===== src/capture_pkg.sv =====
// constants, types and register map for the input capture channel
// assumes an apb master on pclk and timer counts on the same clock
package capture_pkg;
  localparam logic [11:0] ctrl_off = 12'h000;
  localparam logic [11:0] buf_off = 12'h004;
  localparam logic [11:0] status_off = 12'h008;
  localparam logic [11:0] mask_off = 12'h00c;
  localparam int idle_bit = 13;
  localparam int tsel_bit = 7;
  localparam int pace_lsb = 5;
  localparam int ovf_bit = 4;
  localparam int bne_bit = 3;
  localparam logic [15:0] ctrl_reset = 16'h0000;
  localparam logic [15:0] ctrl_wmask = 16'h20e7;
  localparam int fifo_depth = 4;
  localparam logic [3:0] presc4 = 4'h3;
  localparam logic [3:0] presc16 = 4'hf;
  localparam logic [2:0] evt_reset = 3'h0;

  typedef enum logic [2:0] {
    mode_off = 3'b000,
    mode_both = 3'b001,
    mode_fall = 3'b010,
    mode_rise = 3'b011,
    mode_rise4 = 3'b100,
    mode_rise16 = 3'b101,
    mode_unused = 3'b110,
    mode_wake = 3'b111
  } capture_mode_t;

  // event status bits: capture interrupt, overflow, wake
  typedef struct packed {
    logic wake;
    logic overflow;
    logic capture;
  } events_t;

  typedef struct packed {
    logic sleep;
    logic idle;
  } power_t;
endpackage : capture_pkg


===== src/input_capture_channel.sv =====
// one input capture channel with an apb register slave
// a device holds up to eight of these, each with its own pin and fifo
// assumes timer counts and power state come from logic on pclk
`timescale 1ns/1ps
module input_capture_channel (
  input wire logic pclk,
  input wire logic presetn,
  input wire logic clk_en,
  input wire logic psel,
  input wire logic penable,
  input wire logic pwrite,
  input wire logic [11:0] paddr,
  input wire logic [31:0] pwdata,
  output logic [31:0] prdata,
  output logic pready,
  output logic pslverr,
  input wire logic capture_pin,
  input wire logic [15:0] first_timer_count,
  input wire logic [15:0] second_timer_count,
  input wire capture_pkg::power_t power,
  output logic irq,
  output logic wake_request
);
  import capture_pkg::*;

  logic [15:0] ctrl;
  logic [2:0] pin_sync;
  logic pin_prev;
  logic [3:0] presc;
  logic [1:0] pace_cnt;
  logic [15:0] fifo [fifo_depth];
  logic [1:0] rd_ptr;
  logic [1:0] wr_ptr;
  logic [2:0] count;
  logic overflow;
  events_t status;
  events_t mask;
  logic [2:0] last_mode;

  logic setup_ok;
  logic wr_en;
  logic rd_en;
  logic pop;
  logic running;
  logic rise;
  logic fall;
  logic capture_evt;
  logic pace_hit;
  logic wake_evt;
  logic [15:0] stamp;
  capture_mode_t mode;
  events_t set_evt;
  logic [31:0] next_prdata;

  function automatic logic [1:0] ptr_inc(input logic [1:0] p);
    ptr_inc = p + 2'd1;
  endfunction : ptr_inc

  // apb decode, zero wait states
  assign setup_ok = psel && !penable;
  assign wr_en = clk_en && psel && penable && pwrite && pready;
  assign rd_en = clk_en && psel && penable && !pwrite && pready;
  assign pop = rd_en && (paddr == buf_off) && (count != 3'd0);
  assign mode = capture_mode_t'(ctrl[2:0]);

  // halted in idle when idle-stop set
  assign running = !(power.idle && ctrl[idle_bit]);

  // stable once second and third stages agree
  assign rise = (pin_sync[2] == pin_sync[1]) && pin_sync[2] && !pin_prev;
  assign fall = (pin_sync[2] == pin_sync[1]) && !pin_sync[2] && pin_prev;

  assign stamp = ctrl[tsel_bit] ? first_timer_count : second_timer_count;

  // qualifying event per mode
  always_comb begin
    capture_evt = 1'b0;
    case (mode)
      mode_both: capture_evt = rise || fall;
      mode_fall: capture_evt = fall;
      mode_rise: capture_evt = rise;
      mode_rise4: capture_evt = rise && (presc[1:0] == presc4[1:0]);
      mode_rise16: capture_evt = rise && (presc == presc16);
      mode_off, mode_unused: capture_evt = 1'b0;
      default: capture_evt = 1'b0;
    endcase
    capture_evt = capture_evt && running;
  end

  // pacing: both-edge mode interrupts every capture
  assign pace_hit = capture_evt &&
    ((mode == mode_both) || (pace_cnt == ctrl[pace_lsb +: 2]));

  assign wake_evt = (mode == mode_wake) && rise && (power.sleep || power.idle);

  always_comb begin
    set_evt.capture = pace_hit;
    set_evt.overflow = capture_evt && (count == 3'(fifo_depth));
    set_evt.wake = wake_evt;
  end

  // pin synchroniser, three stages
  always_ff @(posedge pclk or negedge presetn) begin
    if (!presetn) begin
      pin_sync <= 3'b000;
      pin_prev <= 1'b0;
    end else if (clk_en) begin
      pin_sync <= {pin_sync[1:0], capture_pin};
      if (pin_sync[2] == pin_sync[1]) pin_prev <= pin_sync[2];
    end
  end

  // edge prescaler, cleared when mode changes
  always_ff @(posedge pclk or negedge presetn) begin
    if (!presetn) begin
      presc <= 4'h0;
      last_mode <= evt_reset;
    end else if (clk_en) begin
      last_mode <= ctrl[2:0];
      if (last_mode != ctrl[2:0]) presc <= 4'h0;
      else if (rise && running) presc <= presc + 4'h1;
    end
  end

  // capture pacing counter
  always_ff @(posedge pclk or negedge presetn) begin
    if (!presetn) begin
      pace_cnt <= 2'b00;
    end else if (clk_en) begin
      if (last_mode != ctrl[2:0]) pace_cnt <= 2'b00;
      else if (pace_hit) pace_cnt <= 2'b00;
      else if (capture_evt) pace_cnt <= pace_cnt + 2'b01;
    end
  end

  // four word fifo; full drops new value
  always_ff @(posedge pclk or negedge presetn) begin
    if (!presetn) begin
      wr_ptr <= 2'b00;
      rd_ptr <= 2'b00;
      count <= 3'd0;
    end else if (clk_en) begin
      if (capture_evt && count != 3'(fifo_depth)) wr_ptr <= ptr_inc(wr_ptr);
      if (pop) rd_ptr <= ptr_inc(rd_ptr);
      case ({capture_evt && count != 3'(fifo_depth), pop})
        2'b10: count <= count + 3'd1;
        2'b01: count <= count - 3'd1;
        default: count <= count;
      endcase
    end
  end

  // fifo storage
  always_ff @(posedge pclk) begin
    if (clk_en && capture_evt && count != 3'(fifo_depth)) fifo[wr_ptr] <= stamp;
  end

  // overflow: set on full capture, cleared by hardware once drained
  always_ff @(posedge pclk or negedge presetn) begin
    if (!presetn) overflow <= 1'b0;
    else if (clk_en) begin
      if (set_evt.overflow) overflow <= 1'b1;
      else if (count == 3'd0 || mode == mode_off) overflow <= 1'b0;
    end
  end

  // control register, status bits are read only
  always_ff @(posedge pclk or negedge presetn) begin
    if (!presetn) ctrl <= ctrl_reset;
    else if (wr_en && paddr == ctrl_off) ctrl <= pwdata[15:0] & ctrl_wmask;
  end

  // sticky status, write one clears, set wins
  always_ff @(posedge pclk or negedge presetn) begin
    if (!presetn) begin
      status <= events_t'(evt_reset);
      mask <= events_t'(evt_reset);
    end else if (clk_en) begin
      if (wr_en && paddr == status_off) status <= (status & ~events_t'(pwdata[2:0])) | set_evt;
      else status <= status | set_evt;
      if (wr_en && paddr == mask_off) mask <= events_t'(pwdata[2:0]);
    end
  end

  // read mux
  always_comb begin
    next_prdata = 32'h0000_0000;
    case (paddr)
      ctrl_off: begin
        next_prdata[15:0] = ctrl;
        next_prdata[ovf_bit] = overflow;
        next_prdata[bne_bit] = (count != 3'd0);
      end
      buf_off: next_prdata[15:0] = (count != 3'd0) ? fifo[rd_ptr] : 16'h0000;
      status_off: next_prdata[2:0] = status;
      mask_off: next_prdata[2:0] = mask;
      default: next_prdata = 32'h0000_0000;
    endcase
  end

  // apb response registers
  always_ff @(posedge pclk or negedge presetn) begin
    if (!presetn) begin
      pready <= 1'b0;
      pslverr <= 1'b0;
      prdata <= 32'h0000_0000;
    end else if (clk_en) begin
      pready <= setup_ok;
      pslverr <= setup_ok && !(paddr == ctrl_off || paddr == buf_off ||
                 paddr == status_off || paddr == mask_off);
      if (setup_ok && !pwrite) prdata <= next_prdata;
    end
  end

  // interrupt and wake outputs
  always_ff @(posedge pclk or negedge presetn) begin
    if (!presetn) begin
      irq <= 1'b0;
      wake_request <= 1'b0;
    end else if (clk_en) begin
      irq <= |((status | set_evt) & mask);
      wake_request <= wake_evt || (capture_evt && (power.sleep || power.idle));
    end
  end
endmodule : input_capture_channel


===== config.mk =====
export PLATFORM = sky130hd
export DESIGN_NAME = input_capture_channel
export DESIGN_NICKNAME = d
export VERILOG_FILES = /design/src/capture_pkg.sv /design/src/input_capture_channel.sv
export SDC_FILE = /design/constraint.sdc
export NUM_CORES = 1
export LEC_CHECK = 0
export BUFFER_PORTS_ARGS = -buffer_cell sky130_fd_sc_hd__buf_2
export CAP_MARGIN = 20
export CORE_MARGIN = 2
export CORE_UTILIZATION = 30
export DETAILED_ROUTE_END_ITERATION = 8
export GPL_TIMING_DRIVEN = 1
export RECOVER_POWER = 50
export SKIP_LAST_GASP = 1
export SYNTH_ARGS = -nofsm -noshare
export SYNTH_HDL_FRONTEND = slang
export SYNTH_SLANG_ARGS = --single-unit

===== constraint.sdc =====
create_clock -name pclk -period 3.83 [get_ports pclk]
set_clock_uncertainty 0.15 [all_clocks]
set_input_delay 0.1915 -clock pclk [delete_from_list [all_inputs] [get_ports pclk]]
set_output_delay 0.1915 -clock pclk [all_outputs]
set_load 0.01 [all_outputs]

# Yosys cells after proc, flatten, opt, wreduce, memory -nomap -nowiden
# Memory sizes are Yosys's and may differ from the RTL's.
# Cells that the tools add are included.
[totals] register_bits=54 ramBits=64 inputBits=85 out_inout_bits=36 n_memories=1
[mem_list] name="fifo" words=4 width=16 rd=1 rd_clocked_by_memory_dff=0 wr=1 line="input_capture_channel.sv:31" text="logic [15:0] fifo [fifo_depth];"
[classes] add_sub_neg=6 n_eq_ne=18 mux=16 n_bitwise=5 n_reduce_logical=63
[ops] operator="16-bit two-way mux" n=2
[ops] operator="1-bit logical AND" n=31
[ops] operator="13-bit one-hot mux with 2 select lines" n=1
[ops] operator="12-bit by 4-bit == test with 1-bit output, second input constant" n=2
[ops] operator="2-bit AND reduction" n=9
[ops] operator="12-bit by 3-bit == test with 1-bit output, second input constant" n=1
[ops] operator="3-bit == test, second input constant" n=4
[ops] operator="12-bit logical NOT" n=1
[ops] operator="3-bit one-hot mux with 4 select lines" n=1
[ops] operator="1-bit logical OR" n=8
[ops] operator="4-bit two-way mux" n=2
[ops] operator="2-bit by 1-bit adder with 2-bit output, second input constant" n=3
[ops] operator="3-bit bitwise AND" n=2
[ops] operator="3-bit by 2-bit == test with 1-bit output, second input constant" n=2
[ops] operator="1-bit logical NOT" n=6
[ops] operator="3-bit logical NOT" n=2
[ops] operator="2-bit two-way mux" n=3
[ops] operator="3-bit bitwise OR" n=2
[ops] operator="3-bit one-hot mux with 2 select lines" n=1
[ops] operator="2-bit nonzero test" n=3
[ops] operator="3-bit nonzero test" n=2
[ops] operator="1-bit one-hot mux with 5 select lines" n=1
[ops] operator="4-bit by 1-bit adder with 4-bit output, second input constant" n=1
[ops] operator="2-bit == test, second input constant" n=2
[ops] operator="13 further kinds" n=16

# Longest topological paths before layout
# Gate-level depths: netlist (run 1).
[logic_depth] depth_word=10 depth_mapped=10 ltp_nobuf=10

# Least setup slack after synthesis (run 1)
# Ideal clock, no wire load.
[synth_path] path_kind="register to register" startpoint="register count[0]" endpoint="register count[1]" setup_ns=0.125 arrival_time_ns=2.110 required_time_ns=3.555 slack_ns=1.445 path_stages_with_launch=7 path_buffers=0 path_cell_list="dfrtp_1 > nor3_1 > or3b_1 > nor4b_2 > ha_1 > fa_1 > mux2_2"
[synth_via] elab_chain_len=5 word_cells_on_any_way=11 classes_between="add/sub (2); eq/ne (3); mux (1); reduce/logical (5)"
[synth_rtl] item="from (decl)" line="input_capture_channel.sv:34" text="logic [2:0] count;"
[synth_rtl] item="from (signal assigned)" line="input_capture_channel.sv:146" text="2'b10: count <= count + 3'd1;"
[synth_rtl] item="from (signal assigned)" line="input_capture_channel.sv:147" text="2'b01: count <= count - 3'd1;"
[synth_rtl] item="from (signal assigned)" line="input_capture_channel.sv:148" text="default: count <= count;"
[synth_rtl] item="3-bit inequality test / 3-bit nonzero test (equally long branches)" line="input_capture_channel.sv:145, input_capture_channel.sv:63"
[synth_rtl] item="1-bit logical AND (on tied branches)" line="input_capture_channel.sv:145, input_capture_channel.sv:63"
[synth_rtl] item="2-bit by 1-bit == test with 1-bit output / 2-bit == test (equally long branches)" line="input_capture_channel.sv:145" text="case ({capture_evt && count != 3'(fifo_depth), pop})"
[synth_rtl] item="2-bit nonzero test (no source line)"
[synth_rtl] item="2-bit AND reduction (no source line)"
# Parallel ways exist; a longest one is shown, timed or not.
# A chain may end at the register's enable or synchronous reset.

# Final worst setup path (run 1)
[layout_path] startpoint="input paddr[3]" endpoint="register count[1]"
[layout_via] elab_chain_len=6 word_cells_on_any_way=8 classes_between="eq/ne (3); mux (1); reduce/logical (4)"
[layout_rtl] item="from (decl)" line="input_capture_channel.sv:12" text="input wire logic [11:0] paddr,"
[layout_rtl] item="12-bit by 3-bit == test with 1-bit output (*)" line="input_capture_channel.sv:63" text="assign pop = rd_en && (paddr == buf_off) && (count != 3'd0);"
[layout_rtl] item="1-bit logical AND (*) (2 in series)" line="input_capture_channel.sv:63"
[layout_rtl] item="2-bit by 1-bit == test with 1-bit output / 2-bit == test (equally long branches)" line="input_capture_channel.sv:145"
[layout_rtl] item="2-bit nonzero test (no source line)"
[layout_rtl] item="2-bit AND reduction (no source line)"
# Mark *: on every way between the ends. The rest lies on a longest branch, timed or not.

==> reports/results.ini, run 1 <==
[logic_synthesis]
synth_area_per_cell_um2=14.0
ys_seq_elements=118
ys_types=51
synth_edf_count=64
synth_ff_type=edfxtp_1
ys_async_sr_fraction=0.458
ys_seq_area_frac=0.606
synth_area_mm2=0.00540
synthCells=385
yosysWarnings=0

[clock_network]
clk_latency_ns=0.42
cts_buffers=17
cts_root_buf=clkbuf_16
h-tree-depth=4
cts.path.max_buffers=2
cts_tree=yes
cts_resized=0
clk_pin_slew_worst_paths_ns=0.06
cts_sinks=118

[detailed_routing]
avgViaCountPerCell=4.71
ant_nets=0
vias=3572
drc=0
dr.first_iter.drc_count=206
post_drt_wl_per_cell_um=15.9
firstDrtPassIters=4
routed_wl_um=12100

[cells_and_area]
nNetsFinal=611
fin_area_mm2=0.00700
layout-drive-gt1-share=0.258
syn2layout_area_growth_pct=29.6
post-route-util=0.392
stdcell_count=759
diodes=0

[critical_path]
crit_arrival_ns=3.16
start_kind=input port
critPathKind=input port to flop
reg2reg_from=count[2]$_DFFE_PN0P_
end_kind=flop
crit_path_start=paddr[3]
ff2ff_setup_slack_ns=0.88
crit_fanout=10
cp.required_ns=3.97

[die]
dieHeight_um=138
row_count=49
core_area_mm2=0.0178
dieWidth_um=138
die-area_mm2=0.0191
ios=121
initial_utilization=0.303

[global_routing]
grt_use_total=0.134
antenna_found_initial=0
grt_pass1_vias=3803
grt_pass1_wl_um=19900
overflow=0
grt_max_degree=30

[placement]
gp_congestion=0.786
io_buffers=79
place_inst=681
hpwl_um=8070
placed_cell_area_mm2=0.00599
pre_cts_ws_ns=1.10

[sta]
holdWs_ns=0.0828
min_period_ns=3.01
setup_slack_ns=0.818
max_freq_mhz=332
finalSetupViolCount=0
hold_viol=0
maxSlewViolCount=30
max_slew_margin=-0.122
worst_pin_slew_ns=1.68
rsz0062_at_grt=no
fin_crit_sh=0.786
finalSetupTns_ns=0

[power_and_ir_drop]
power.density_mw_per_mm2=454
leakage_nw=2.74
total_power_mw=3.18
peakVddDrop_v=0.000299

[worst_hold_path]
hold_path.class=input port to flop
hold_start=paddr[10]

[run]
maxCapViolations=1

[status]
violations=max-capacitance violations, max-slew violations
outcome=finished with violations

## area by class of cell
type	count	area, um^2
Clock buffer	17	425
Clock inverter	15	179
Fill cell	1661	10800
Inverter	7	26.3
Multi-Input combinational cell	240	1930
Sequential cell	118	3270
Tap cell	229	287
Timing Repair Buffer	133	885
## state kept, by name (all words and copies together) (netlist names), 3 cells and up
register,cells
presc,4
pin_sync,3
status,3
last_mode,3
ctrl,7
fifo,64
count,3
mask,3
prdata,16
## critical path, cell delays in order
cell           delay (ns)
dlygate4sd3_1        0.54
clkbuf_1             0.25
or3b_1               0.46
nor4b_1              0.68
ha_1                 0.32
fa_1                 0.44
mux2_2               0.27
## logic make-up (layout without fill, tap and decap cells)
kind of cell / count (synthesis) / in the layout / synth area share
buffers and inverters: 42 / 172 / 0.0440
muxes: 53 / 53 / 0.143
and+or+nand+nor: 90 / 90 / 0.0927
DFF: 118 / 118 / 0.606
adders and majority gates: 9 / 9 / 0.0222
AOI/OAI and AO/OA: 60 / 60 / 0.0716
other: 1 / 16 / 0.000694
xor gates and xnor gates: 12 / 12 / 0.0195
## synth_stat cells, types with 9 or more instances
| master | n | area, um^2 |
|---|---|---|
| clkbuf_1 | 9 | 33.8 |
| nand2_1 | 37 | 139 |
| buf_4 | 19 | 143 |
| edfxtp_1 | 64 | 1920 |
| mux2_1 | 11 | 124 |
| o21ai_1 | 18 | 90.1 |
| mux2_2 | 23 | 259 |
| nor2_1 | 11 | 41.3 |
| mux4_2 | 16 | 360 |
| dfrtp_1 | 54 | 1350 |
## layout by cell type (no fill, tap or decap), types with 3 or more instances in the layout
master         netlist  final
edfxtp_1            64     64
buf_2                7     56
dfrtp_1             54     54
dlygate4sd3_1        0     46
nand2_1             37     37
o21ai_0              8     24
mux2_2              23     23
clkbuf_1             9     23
clkbuf_16            0     17
mux4_2              16     16
conb_1               1     16
nor2_1              11     12
mux2_1              11     11
a21oi_1              8      8
nand3_1              8      8
ha_1                 8      8
inv_1                7      7
xnor2_1              7      7
buf_4               19      7
and2_1               7      6
a22oi_1              6      6
nor3_1               4      5
o31ai_1              5      5
xor2_1               5      5
a22o_1               4      4
clkinv_4             0      4
nand2b_1             3      3
mux2i_1              3      3
clkinvlp_4           0      3
bufinv_16            0      3
## power breakdown
part,internal [mW],switching [mW],total [mW]
Sequential,1.37,0.0258,1.39
Combinational,0.0927,0.0877,0.180
Clock,1.02,0.584,1.61
## per-layer routing
metal	track usage	wire (um)	vias up
li1	-	-	1675
met1	0.166	5290	1764
met2	0.224	6070	116
met3	0.0395	540	17
met4	0.0467	174	0
met5	0	0	-
## path summary, 6_finish.rpt
check                      cells past startpoint                       end
max                                            7      count[1]$_DFFE_PN0P_
min                                            5       pslverr$_DFFE_PN0P_
max reg2reg                                    6      count[1]$_DFFE_PN0P_
min reg2reg                                    2     prdata[9]$_DFFE_PN0P_
max in group asynchronous                      3  last_mode[2]$_DFFE_PN0P_
min in group asynchronous                      2       mask[1]$_DFFE_PN0P_
## timing repair
item / in CTS / in global routing
hold buffers: 46 / 0
endpoints found under the hold margin: 110 / 0
buffers inserted: 0 / 0
(Power assumes the default switching activity.)
==> run 2: changes to the inputs <==
==> constraint.sdc (replaced) <==
create_clock -name pclk -period 2.5 [get_ports pclk]
set_clock_uncertainty 0.15 [all_clocks]
set_input_delay 0.125 -clock pclk [delete_from_list [all_inputs] [get_ports pclk]]
set_output_delay 0.125 -clock pclk [all_outputs]
set_load 0.01 [all_outputs]
==> reports/results.ini, run 2 (synthesis gave the netlist of run 1 again) <==
[power_and_ir_drop]
switchingPower_mw=1.11  ; +59%
peakVddDrop_v=0.000488  ; +63%
p_seq_frac=0.429  ; -0.009
p_int_mw=3.85  ; +55%
pwr-share-clk=0.508  ; +0.003
combPwrFrac=0.064  ; +0.007
leakage_nw=2.86  ; +4.6%
power.density_mw_per_mm2=686  ; +51%
p_sw_frac=0.224  ; +0.00453

[global_routing]
grt_use_total=0.134  ; +0.000392
overflow=0  ; unchanged
antenna_found_initial=0  ; unchanged
grt_pass1_vias=3779  ; -0.63%
grt_pass1_wl_um=20100  ; +0.62%
grt_max_degree=55  ; +83%

[cells_and_area]
nFillCells=1625  ; -2.2%
most-common-layout-cells=edfxtp_1, buf_2, dfrtp_1
syn2layout_area_growth_pct=33.9
diodes=0  ; unchanged
top_regs=fifo (64), prdata (16), ctrl (7)
regArea_mm2=0.00327  ; unchanged
largest_reg_flops=64  ; unchanged
layout_commonest_cell=edfxtp_1
stdcell_count=779  ; +2.6%
nNetsFinal=631  ; +3.3%
regMostFlops=fifo
multiInputGateArea_mm2=0.00196  ; +1.6%
layout-drive-gt1-share=0.298  ; +0.0397

[clock_network]
cts_sinks=118  ; unchanged
cts_tree=yes
cts.path.max_buffers=2  ; unchanged
cts_root_buf=clkbuf_16
h-tree-depth=4  ; unchanged
clk_pin_slew_worst_paths_ns=0.06  ; about the same
clk_latency_ns=0.41  ; about the same
cts_buffers=17  ; unchanged

[detailed_routing]
top_layer_used=met4
drc=0  ; unchanged
ant_nets=0  ; unchanged
met3WireLength_um=430  ; -20%
routed_wl_um=12400  ; +2.4%
wl_met1_um=5610  ; +6.0%
firstDrtPassIters=4  ; unchanged
met2WireLength_um=6190  ; +1.9%
avgViaCountPerCell=4.73  ; +0.46%
dr.first_iter.drc_count=160  ; -22%
post_drt_wl_per_cell_um=15.9  ; -0.24%
vias=3683  ; +3.1%

[critical_path]
start_kind=input port
critPathKind=input port to flop
reg2reg_depth=6  ; unchanged
r2r_end=count[1]$_DFFE_PN0P_
crit_fanout=10  ; unchanged
ff2ff_setup_slack_ns=0.11  ; -0.77 ns
crit_path_start=paddr[3]
critPathSlowestCell=dlygate4sd3_1
path_cells=dlygate4sd3_1 -> buf_2 -> or3b_4 -> nor4b_4 -> ha_2 -> fa_1 -> mux2_2
end_kind=flop
crit_arrival_ns=2.54  ; -0.62 ns
crit_buf_inv=2  ; unchanged
max_stage_delay_ns=0.53  ; -0.15 ns
crit_family=simple AND/OR/NAND/NOR gates
cp.required_ns=2.65  ; -1.32 ns
reg2reg_from=count[1]$_DFFE_PN0P_

[sta]
finalSetupTns_ns=0  ; unchanged
hold_viol=0  ; unchanged
fin_crit_sh=0.956
min_period_ns=2.39
finalSetupViolCount=0  ; unchanged
max_freq_mhz=418
maxSlewViolCount=0  ; -100%
max_slew_margin=0.0363  ; +0.159
rsz0062_at_grt=no
worst_pin_slew_ns=1.45  ; -0.238 ns

[die]
initial_utilization=0.303  ; unchanged
dieWidth_um=138  ; unchanged
row_count=49  ; unchanged
core_area_mm2=0.0178  ; unchanged
die-area_mm2=0.0191  ; unchanged
ios=121  ; unchanged
dieHeight_um=138  ; unchanged

[worst_hold_path]
hold_path.class=input port to flop
holdPathEnd=pslverr$_DFFE_PN0P_
hold_depth=4  ; -1
hold_start=psel

[placement]
hpwl_um=8170  ; +1.2%
place_inst=697  ; +2.3%
gp_congestion=0.806  ; +2.5%
io_buffers=79  ; unchanged

[run]
maxCapViolations=0  ; -1

[status]
outcome=finished, final reports clean

run 2: power by group through the flow:
stage | logic [mW] | clock network [mW] | registers [mW]
after floorplan | 0.136 | 0 | 2.16
after global placement | 0.236 | 0 | 2.16
after detailed placement | 0.251 | 0 | 2.16
after CTS | 0.304 | 2.57 | 2.13
after global routing | 0.349 | 2.66 | 2.13
final | 0.316 | 2.52 | 2.13
run 2: area by class of cell:
cell class,count,area share
Sequential cell,118,0.453
Inverter,7,0.00364
Clock buffer,17,0.0589
Timing Repair Buffer,153,0.148
Tap cell,229,0.0396
Multi-Input combinational cell,240,0.271
Clock inverter,15,0.0265
run 2: per-stage QoR:
step / hold WS (ns) / utilization / area, um^2 / setup WS [ns] / power [mW]
after global placement: 0.183 / 0.345 / 6160 / 0.101 / 2.40
after global routing: 0.0513 / 0.405 / 7230 / 0.00261 / 5.14
after floorplan: -0.321 / - / 5460 / 0.115 / 2.30
after detailed placement: 0.181 / 0.345 / 6160 / 0.00325 / 2.42
final: 0.0302 / 0.405 / 7230 / 0.109 / 4.96
after CTS: 0.0126 / 0.405 / 7230 / 0.0239 / 5.01
run 2: worst max path at each step:
| stage | to | depth (start not counted) |
|---|---|---|
| final | count[1]$_DFFE_PN0P_ | 7 |
| after global placement | count[1]$_DFFE_PN0P_ | 6 |
| after global routing | count[2]$_DFFE_PN0P_ | 10 |
| after detailed placement | count[1]$_DFFE_PN0P_ | 6 |
| after floorplan | count[1]$_DFFE_PN0P_ | 6 |
| after CTS | fifo[2][1]$_DFFE_PP_ | 8 |
run 2: layer usage:
metal,GRT usage,up-vias
met5,0,-
met2,0.229,95
li1,-,1714
met4,0.0467,0
met3,0.0319,11
met1,0.168,1863
run 2: what timing repair did:
| item | CTS | global route |
|---|---|---|
| setup buffers | 0 | 5 |
| endpoints found under the setup margin | 1 | 66 |
| endpoints found under the hold margin | 136 | 0 |
| hold buffers | 45 | 0 |
| gates resized for setup | 1 | 6 |
| pin swaps | 0 | 3 |
run 2: tightest hold or removal path, delay by kind of cell:
| kind | cells | cell delay (ns) |
|---|---|---|
| buffers and inverters | 1 | 0.10 |
| AO/OA/AOI/OAI | 1 | 0.08 |
| AND/OR/NAND/NOR | 2 | 0.25 |
